## config.mk

```make
export PLATFORM = sky130hd
export DESIGN_NAME = sar_adc_control
export DESIGN_NICKNAME = d
export VERILOG_FILES = /design/src/shared/sar_adc_pkg.sv /design/src/hw/sar_slot_timer.sv /design/src/hw/sar_adc_control.sv
export SDC_FILE = /design/constraint.sdc
export NUM_CORES = 1
export LEC_CHECK = 0
export BUFFER_PORTS_ARGS = -buffer_cell sky130_fd_sc_hd__buf_2
export CORE_MARGIN = 2
export CORE_UTILIZATION = 43
export CTS_BUF_LIST = sky130_fd_sc_hd__clkbuf_2 sky130_fd_sc_hd__clkbuf_4 sky130_fd_sc_hd__clkbuf_8
export DETAILED_ROUTE_END_ITERATION = 8
export PLACE_DENSITY = 0.66
export RECOVER_POWER = 25
export SETUP_SLACK_MARGIN = 0.3
export SLEW_MARGIN = 25
export SYNTH_ARGS = -nofsm -noshare
export SYNTH_HDL_FRONTEND = slang
export SYNTH_SLANG_ARGS = --single-unit
```

## constraint.sdc

```tcl
create_clock -name clk_sys -period 7.15 [get_ports clk_sys]
set_input_delay 0.715 -clock clk_sys [delete_from_list [all_inputs] [get_ports clk_sys]]
set_output_delay 0.715 -clock clk_sys [all_outputs]
set_load 0.005 [all_outputs]
```

## src/shared/sar_adc_pkg.sv

```systemverilog
package sar_adc_pkg;

  localparam int unsigned RESULT_WIDTH  = 8;
  localparam int unsigned TAP_COUNT     = 256;
  localparam int unsigned BIT_IDX_WIDTH = 3;
  localparam int unsigned MSB_INDEX     = 7;

  // Conversion time and clock rate as figures, cycles derived from them
  localparam int unsigned CONV_TIME_NS   = 40000;
  localparam int unsigned CLK_FREQ_MHZ   = 200;
  localparam int unsigned CONV_CYCLES    = CONV_TIME_NS * CLK_FREQ_MHZ / 1000;

  // One sample slot, eight trial slots, one transfer slot
  localparam int unsigned SLOT_COUNT     = 10;

  localparam logic [7:0]  RESULT_RESET   = 8'h00;
  localparam logic [7:0]  SAR_CLEAR      = 8'h00;
  localparam logic [7:0]  SAR_FIRST_TRY  = 8'h80;
  localparam logic        CHANNEL_RESET  = 1'b0;

  typedef enum logic [1:0] {
    SAMPLE,
    TRIAL,
    TRANSFER
  } conv_state_e;

endpackage : sar_adc_pkg

```

## src/hw/sar_slot_timer.sv

```systemverilog
`timescale 1ns/1ps
`default_nettype none

// Divides the system clock into equal conversion slots
module sar_slot_timer #(
  parameter int unsigned SLOT_CYCLES = 800
) (
  input  wire logic clk_sys,
  input  wire logic reset,
  input  wire logic restart,
  output var  logic slotTick
);

  typedef struct packed {
    logic [31:0] count;
    logic        tick;
  } timer_s;

  timer_s state_q;
  timer_s state_d;

  always_comb begin
    state_d      = state_q;
    state_d.tick = 1'b0;
    if (restart) begin
      // The restart cycle counts as the first one of the slot, so a
      // conversion from a select spans exactly ten slots
      state_d.count = 32'h0000_0001;
    end else if (state_q.count == 32'(SLOT_CYCLES - 1)) begin
      state_d.count = 32'h0000_0000;
      state_d.tick  = 1'b1;
    end else begin
      state_d.count = state_q.count + 32'h0000_0001;
    end
  end

  always_ff @(posedge clk_sys) begin
    if (reset) begin
      state_q <= '{count: 32'h0000_0001, tick: 1'b0};
    end else begin
      state_q <= state_d;
    end
  end

  assign slotTick = state_q.tick;

endmodule : sar_slot_timer

`default_nettype wire

```

## src/hw/sar_adc_control.sv

```systemverilog
// Notes on behaviour
// - Two analog channels; either select switches channel and restarts.
// - A valid result for the new channel is ready one whole conversion (ten slots) after a select; until then the old result stays.
// - Conversions repeat back to back so, unless a select restarts the conversion, a result is never older than 40 us.
// - The trial code is decoded to one of 256 ladder taps sent to the comparator.
// - Eight comparator decisions in hardware, then the byte goes to the result register.
// - A read copies the result register out and leaves the conversion alone.
// - Results are 8-bit unsigned codes, one per reference step.
// - One whole conversion, sample to transfer, takes 40 us.
// - The input is held once at the end of each conversion's sample slot for all eight compares.
`timescale 1ns/1ps
`default_nettype none

module sar_adc_control #(
  parameter int unsigned CONV_CYCLES = sar_adc_pkg::CONV_CYCLES
) (
  input  wire logic                clk_sys,
  input  wire logic                reset,
  input  wire logic                select_analog_channel_zero,
  input  wire logic                select_analog_channel_one,
  input  wire logic                read_conversion_result,
  input  wire logic                compAboveAsync,
  output var  logic [7:0]          accumulatorData,
  output var  logic                accumulatorLoad,
  output var  logic                channelSelect,
  output var  logic                sampleTrack,
  output var  logic [255:0]        tapSelect,
  output var  logic                conversionDone
);

  localparam int unsigned SLOT_CYCLES =
    CONV_CYCLES / sar_adc_pkg::SLOT_COUNT;

  typedef struct packed {
    sar_adc_pkg::conv_state_e phase;
    logic [2:0]               bitIdx;
    logic [7:0]               sar;
    logic [7:0]               conversion_result_register;
    logic [7:0]               accData;
    logic                     accLoad;
    logic                     channel;
    logic                     track;
    logic [255:0]             tap;
    logic                     done;
    logic                     compMeta;
    logic                     compSync;
  } adc_s;

  adc_s state_q;
  adc_s state_d;
  logic restart;
  logic slotTick;

  // One-hot ladder tap for a trial code
  function automatic logic [255:0] decodeTap(input logic [7:0] code);
    logic [255:0] oneHot;
    oneHot       = '0;
    oneHot[code] = 1'b1;
    return oneHot;
  endfunction : decodeTap

  assign restart = select_analog_channel_zero | select_analog_channel_one;

  sar_slot_timer #(
    .SLOT_CYCLES (SLOT_CYCLES)
  ) slotTimer (
    .clk_sys  (clk_sys),
    .reset    (reset),
    .restart  (restart),
    .slotTick (slotTick)
  );

  always_comb begin
    state_d          = state_q;
    state_d.accLoad  = 1'b0;
    state_d.done     = 1'b0;
    // Comparator is asynchronous to clk_sys
    state_d.compMeta = compAboveAsync;
    state_d.compSync = state_q.compMeta;

    // Read only copies out; no conversion state is touched
    if (read_conversion_result) begin
      state_d.accData = state_q.conversion_result_register;
      state_d.accLoad = 1'b1;
    end

    if (restart) begin
      // Channel one wins if both selects arrive together
      state_d.channel = select_analog_channel_one;
      state_d.phase   = sar_adc_pkg::SAMPLE;
      state_d.track   = 1'b1;
      state_d.sar     = sar_adc_pkg::SAR_CLEAR;
      state_d.bitIdx  = 3'(sar_adc_pkg::MSB_INDEX);
      // Old result kept across restart
    end else if (slotTick) begin
      case (state_q.phase)
        sar_adc_pkg::SAMPLE: begin
          state_d.track  = 1'b0;
          state_d.phase  = sar_adc_pkg::TRIAL;
          state_d.bitIdx = 3'(sar_adc_pkg::MSB_INDEX);
          state_d.sar    = sar_adc_pkg::SAR_FIRST_TRY;
        end
        sar_adc_pkg::TRIAL: begin
          // Comparator settled over the slot; decide at its end
          if (!state_q.compSync) begin
            state_d.sar[state_q.bitIdx] = 1'b0;
          end
          if (state_q.bitIdx == 3'h0) begin
            state_d.phase = sar_adc_pkg::TRANSFER;
          end else begin
            state_d.bitIdx                   = state_q.bitIdx - 3'h1;
            state_d.sar[state_q.bitIdx - 3'h1] = 1'b1;
          end
        end
        sar_adc_pkg::TRANSFER: begin
          state_d.conversion_result_register = state_q.sar;
          state_d.done  = 1'b1;
          // Next conversion starts at once with no command
          state_d.phase = sar_adc_pkg::SAMPLE;
          state_d.track = 1'b1;
          state_d.sar   = sar_adc_pkg::SAR_CLEAR;
        end
        default: begin
          state_d.phase = sar_adc_pkg::SAMPLE;
          state_d.track = 1'b1;
        end
      endcase
    end

    state_d.tap = decodeTap(state_d.sar);
  end

  // Ten slots of CONV_CYCLES/10 give one conversion per 40 us
  always_ff @(posedge clk_sys) begin
    if (reset) begin
      state_q                            <= '0;
      state_q.phase                      <= sar_adc_pkg::SAMPLE;
      state_q.track                      <= 1'b1;
      state_q.channel                    <= sar_adc_pkg::CHANNEL_RESET;
      state_q.conversion_result_register <= sar_adc_pkg::RESULT_RESET;
      state_q.tap                        <= 256'h1;
    end else begin
      state_q <= state_d;
    end
  end

  assign accumulatorData = state_q.accData;
  assign accumulatorLoad = state_q.accLoad;
  assign channelSelect   = state_q.channel;
  assign sampleTrack     = state_q.track;
  assign tapSelect       = state_q.tap;
  assign conversionDone  = state_q.done;

endmodule : sar_adc_control

`default_nettype wire

```

After elaboration in Yosys (flattened, before gate mapping)
Index checks and enable logic that the tools add are counted.
{ "word_totals": {"register_bits": 324} }
{ "classes": {"n_mux": 23, "n_eq_ne": 5, "n_addsub": 2, "bitwise": 7, "order_cmp": 6, "n_reduce_logical": 14} }
{ "ops": {"columns": ["cell", "count"], "rows": [
  ["two-way mux 8 bit", 5],
  ["adder 32 x 1 -> 32 bit, second input constant", 1],
  ["== test 32 x 10 -> 1 bit, second input constant", 1],
  ["case mux 8 bit (3 select lines)", 1],
  ["two-way mux 11 bit", 2],
  ["two-way mux 19 bit", 1],
  ["< comparator 8 x 9 -> 1 bit, second input constant", 1],
  ["bitwise AND 8 bit", 1],
  ["demux 1 bit (select 8 bit)", 1],
  ["greater-or-equal comparator 8 x 1 -> 1 bit, second input constant", 1],
  ["< comparator 3 x 4 -> 1 bit, second input constant", 2],
  ["inverter 8 bit", 1],
  ["bitwise OR 8 bit", 1],
  ["two-way mux 1 bit", 7],
  ["demux 1 bit (select 3 bit)", 2],
  ["greater-or-equal comparator 3 x 1 -> 1 bit, second input constant", 2],
  ["case mux 3 bit (2 select lines)", 1],
  ["AND reduction 3 bit", 2],
  ["OR reduction 3 bit", 2],
  ["case mux 2 bit (2 select lines)", 1],
  ["AND reduction 2 bit", 2],
  ["logical AND 1 bit", 3],
  ["logical NOT 3 bit", 1],
  ["!= test 3 bit, second input constant", 1],
  ["12 further kinds", 14]
]} }

Logic depth before layout (Yosys ltp)
{ "logic_depth": {"depth_word": 19, "mapped_depth": 11, "mapped_depth_nobuf": 7} }

Cells and area by module
Synthesis repeated with hierarchy kept, for this count alone.
{ "hier_totals": {"cells_unflattened": 1249, "hier_area_um2": 12390.6} }
{ "modules_own_cells": {"columns": ["module", "n_inst", "area_each_um2", "cells_per_inst"], "rows": [
  ["sar_adc_control", 1, 10796.6, 1072],
  ["sar_slot_timer", 1, 1594.0, 177]
]} }

Worst setup path after synthesis
Ideal clock, no wire load.
{ "synth_timing": {"path_type": "reg2reg", "from": "register state_q[286] (netlist name)", "to": "register state_q, in the netlist tapSelect[138]", "path_slack_ns": 4.257, "arrival_ns": 2.765, "period_less_slack_ns": 2.893, "stages_incl_launch_ff": 12, "cell_sequence": "dfxtp_1 > clkbuf_1 > inv_1 > ha_1 > clkbuf_1 > nand2b_1 > a32o_1 > a32oi_1 > or4_1 > clkbuf_1 > clkbuf_1 > nor2_1"} }
{ "synth_between": {"elab_chain_len": 19, "elab_cells_between_ends": 28, "classes_between": "add/sub (1); order compare (6); mux (14); bitwise (3); reduce/logical (4)"} }
{ "synth_rtl": {"columns": ["element", "line", "text"], "rows": [
  ["from (decl)", "sar_adc_control.sv:49", "adc_s state_q;"],
  ["from (signal assigned)", "sar_adc_control.sv:143", "state_q <= state_d;"],
  ["< comparator 3 x 4 -> 1 bit (not written as such) / greater-or-equal comparator 3 x 1 -> 1 bit (equally long branches)", "sar_adc_control.sv:106", "state_d.sar[state_q.bitIdx] = 1'b0;"],
  ["logical AND 1 bit (not written as such)", "sar_adc_control.sv:106", null],
  ["two-way mux 1 bit (not written as such)", "sar_adc_control.sv:106", null],
  ["demux 1 bit (select 3 bit)", "sar_adc_control.sv:106", null],
  ["inverter 8 bit (no source line)", null, null],
  ["bitwise AND 8 bit (no source line)", null, null],
  ["two-way mux 8 bit", "sar_adc_control.sv:105", "if (!state_q.compSync) begin"],
  ["two-way mux 8 bit", "sar_adc_control.sv:96", "case (state_q.phase)"],
  ["[... 3 more ...]", null, null],
  ["two-way mux 11 bit (*)", "sar_adc_control.sv:108", "if (state_q.bitIdx == 3'h0) begin"],
  ["case mux 8 bit (3 select lines) (*)", "sar_adc_control.sv:96", null],
  ["two-way mux 19 bit (*)", "sar_adc_control.sv:95", "end else if (slotTick) begin"],
  ["two-way mux 11 bit (*)", "sar_adc_control.sv:87", "if (restart) begin"],
  ["< comparator 8 x 9 -> 1 bit (not written as such) / greater-or-equal comparator 8 x 1 -> 1 bit (equally long branches)", "sar_adc_control.sv:58", "oneHot[code] = 1'b1;"],
  ["logical AND 1 bit (not written as such)", "sar_adc_control.sv:58", null],
  ["two-way mux 1 bit (not written as such)", "sar_adc_control.sv:58", null],
  ["demux 1 bit (select 8 bit) (*)", "sar_adc_control.sv:58", null]
]} }
Mark *: on every way between the ends. The rest lies on a longest branch, timed or not. The select of a mux whose other input is x is not followed.
A chain may end at the register's enable or synchronous reset.

Worst setup path in the final report
{ "layout_timing": {"from": "register state_q[286] (netlist name)", "to": "register state_q, in the netlist tapSelect[5]"} }
Same word-level chain as after synthesis.

==> results.yml <==
global_route:
  gr-usage-met3_pct: 5.57
  use_met1_pct: 23.4
  grt_pass1_vias: 7356
  grt_overflow: 0
  grt_max_degree: 31
  antenna_found_initial: 0
  track_usage_pct: 19.0
  top_usage_layer: "met2"
  grt_pass1_wl_um: 41700
  grtUsageMet2_pct: 31.9
hold_path:
  holdPathStages: 2
  min_to: "state_d[0]"
  worstHoldStart: "compAboveAsync"
  hold_class: "in -> reg"
pwr:
  p_sw_w: 0.000733
  p_per_area_nw_per_um2: 281
  pwr-share-clk_pct: 46.5
  ir_drop_v: 0.000153
  p_seq_share_pct: 52.6
  comb_power_share_pct: 0.8
  netSwitchingFraction_pct: 21.3
  leakage_nw: 5.05
  internal-power_w: 0.00271
placement:
  port_buffers: 273
  placedInstanceArea_um2: 11200
  dp_hpwl_um: 18600
  place.gp.congestion: 0.845
yosys:
  ys.flop_type: "dfxtp_1"
  ys_seq_area_share_pct: 56.1
  ys_types: 50
  synthCells: 1203
  syn_area_um2: 11600
  synth_top_area_share_pct: 56.1
  synthArstFlopShare_pct: 0
  yosys_register_bits: 324
  yosysTopAreaCell: "dfxtp_1"
  synth_area_leaders: "dfxtp_1 56%, buf_4 17%, nor2_1 9.9%"
  synth_edf_count: 0
  yosysWarnings: 0
  synth_nets: 1212
  syn_area_per_cell_um2: 9.61
critical_path:
  crit_type: "reg -> reg"
  crit_path_cell_trace: "inv_1, ha_1, nand2b_1, nand2_1, o31ai_1, nand4_1, nor2_1"
  r2r_slack_ns: 3.62
  path_max_fanout: 16
  cpPeakStageDelay_ns: 0.95
  timing.rr.start: "state_q[286]"
  path_delay_family: "simple AND/OR/NAND/NOR gates"
  end_kind: "flop"
  reg2reg_depth: 7
  cp-start-kind: "flop"
  worst-path-buf-inv: 1
  crit_arrival_ns: 3.98
  crit_slowest_cell: "nand4_1"
  crit_required_ns: 7.60
  regToRegEndpoint: "tapSelect[5]"
timing:
  finalHoldViolations: 0
  slew_headroom_pct: 20.8
  period_share_pct: 49.3
  finClkSkew_ns: 0.0245
  finalSetupTns_ns: 0
  worst_pin_slew_ns: 1.19
  fmax_mhz: 283
  min_period_ns: 3.53
  rsz0062_at_grt: "false"
  finalMaxSlewViolations: 0
  finalSetupViolations: 0
detailed_routing:
  wl_um: 27700
  wl_per_cell_um: 17.4
  avgViaCountPerCell: 4.76
  drtAntennaViolNets: 0
  drtIter0Drc: 459
  drtPass1Iterations: 5
  vias: 7596
  post-route-drc-count: 0
cts:
  clk_path_buf_depth: 3
  cts_resized: 0
  worst_skew_pair.late_latency_ns: 0.58
  tritoncts: "done"
  postCtsSetupBuffers: 0
  root_buffer: "clkbuf_8"
  clkTransAtPathRegs_ns: 0.06
  numCtsBuffers: 50
  cts_hold_buf: 0
  htreeDepth: 2
  cts.sinks: 324
final_layout:
  final_common_cell: "dfxtp_1"
  drive_above_1_share_pct: 24.6
  layout_common_cells: "324 x dfxtp_1, 304 x nor2_1, 195 x buf_2, 77 x clkbuf_1, 61 x clkbuf_8"
  antenna_cells: 0
  areaGrowthSynthToFinish_pct: 6.13
  fin_area_um2: 12300
  fin_nets: 1227
status:
  status: "finished, final reports clean"
floorplan:
  die_h_um: 168
  rows: 60
  core_area_um2: 26700
  fp.dieArea_um2: 28200
  num_io_pins: 274
  start_util_pct: 43.4
  die_w_um: 168
flow_run:
  max-cap-violations: 0
-- cell usage after synthesis, types with 7 or more instances --
| library cell | n |
|---|---|
| or4_1 | 7 |
| nor2_1 | 304 |
| mux2i_1 | 16 |
| nand3_1 | 26 |
| nand4_1 | 35 |
| nor2b_1 | 7 |
| nor4_1 | 11 |
| nand2_1 | 26 |
| inv_1 | 8 |
| xor2_1 | 24 |
| clkbuf_1 | 55 |
| a21oi_1 | 9 |
| nor3_1 | 15 |
| dfxtp_1 | 324 |
| xnor2_1 | 8 |
| buf_4 | 264 |
-- how the worst max path moves through the flow --
stage            startpoint  depth (start not counted)  slack (ns)        endpoint
2_1_floorplan  state_q[286]                         11        4.26  tapSelect[138]
3_3_place_gp          reset                          5        3.58    tapSelect[5]
3_5_place_dp          reset                          5        3.56  tapSelect[131]
4_1_cts        state_q[286]                          7        3.65   tapSelect[44]
5_1_grt        state_q[286]                          7        3.31    tapSelect[5]
6_report       state_q[286]                          7        3.62    tapSelect[5]
-- cell families (layout without fill, tap and decap cells) --
group | after synthesis | after routing | synth area share, %
fa+ha+maj | 3 | 3 | 0.325
compound gates | 38 | 38 | 2.70
xor+xnor | 32 | 32 | 2.43
simple gates | 459 | 459 | 17.7
mux | 16 | 16 | 1.39
flops | 324 | 324 | 56.1
buf+inv | 331 | 383 | 19.4
-- metrics by stage --
step / utilization [%] / cells / hold WS, ns / worst slack, ns / power (W)
after global routing: 46.0 / 1596 / 0.366 / 3.31 / 0.00356
after detailed placement: 42.1 / 1501 / 0.437 / 3.56 / 0.00188
after floorplan: - / 1203 / 0.414 / 4.26 / 0.00187
after global placement: 41.9 / 1497 / 0.428 / 3.58 / 0.00188
final: 46.0 / 1596 / 0.374 / 3.62 / 0.00344
after CTS: 46.1 / 1590 / 0.362 / 3.65 / 0.00348
-- metal layers --
layer  routed length, um  share of wire, %
met5                   0                 0
met3                2060               7.4
met2               13100                47
met1               12000                43
met4                 601               2.2
-- power by group through the flow --
stage	Combinational, W	Clock, W	Sequential [W]
final	0.0000289	0.00160	0.00181
after global routing	0.0000321	0.00171	0.00181
after CTS	0.0000286	0.00164	0.00181
after detailed placement	0.0000286	0	0.00185
after global placement	0.0000283	0	0.00185
after floorplan	0.0000237	0	0.00185
-- state kept, by name (all words and copies together) (netlist names) --
name and count:
sampleTrack 1, conversionDone 1, tapSelect 256, state_d 1
accumulatorData 8, state_q 22, slotTimer.state_q 32, slotTimer.slotTick 1
accumulatorLoad 1, channelSelect 1
-- area by class of cell --
class | count | area [um2]
multi-input cells | 548 | 2850
repair buffers | 286 | 1410
inverters | 8 | 30.0
well taps | 341 | 427
clock buffers | 76 | 952
flip-flops and latches | 324 | 6490
clock inverters | 13 | 113
fillers | 2523 | 14400
Note: power is estimated with default switching activity, not from simulation.
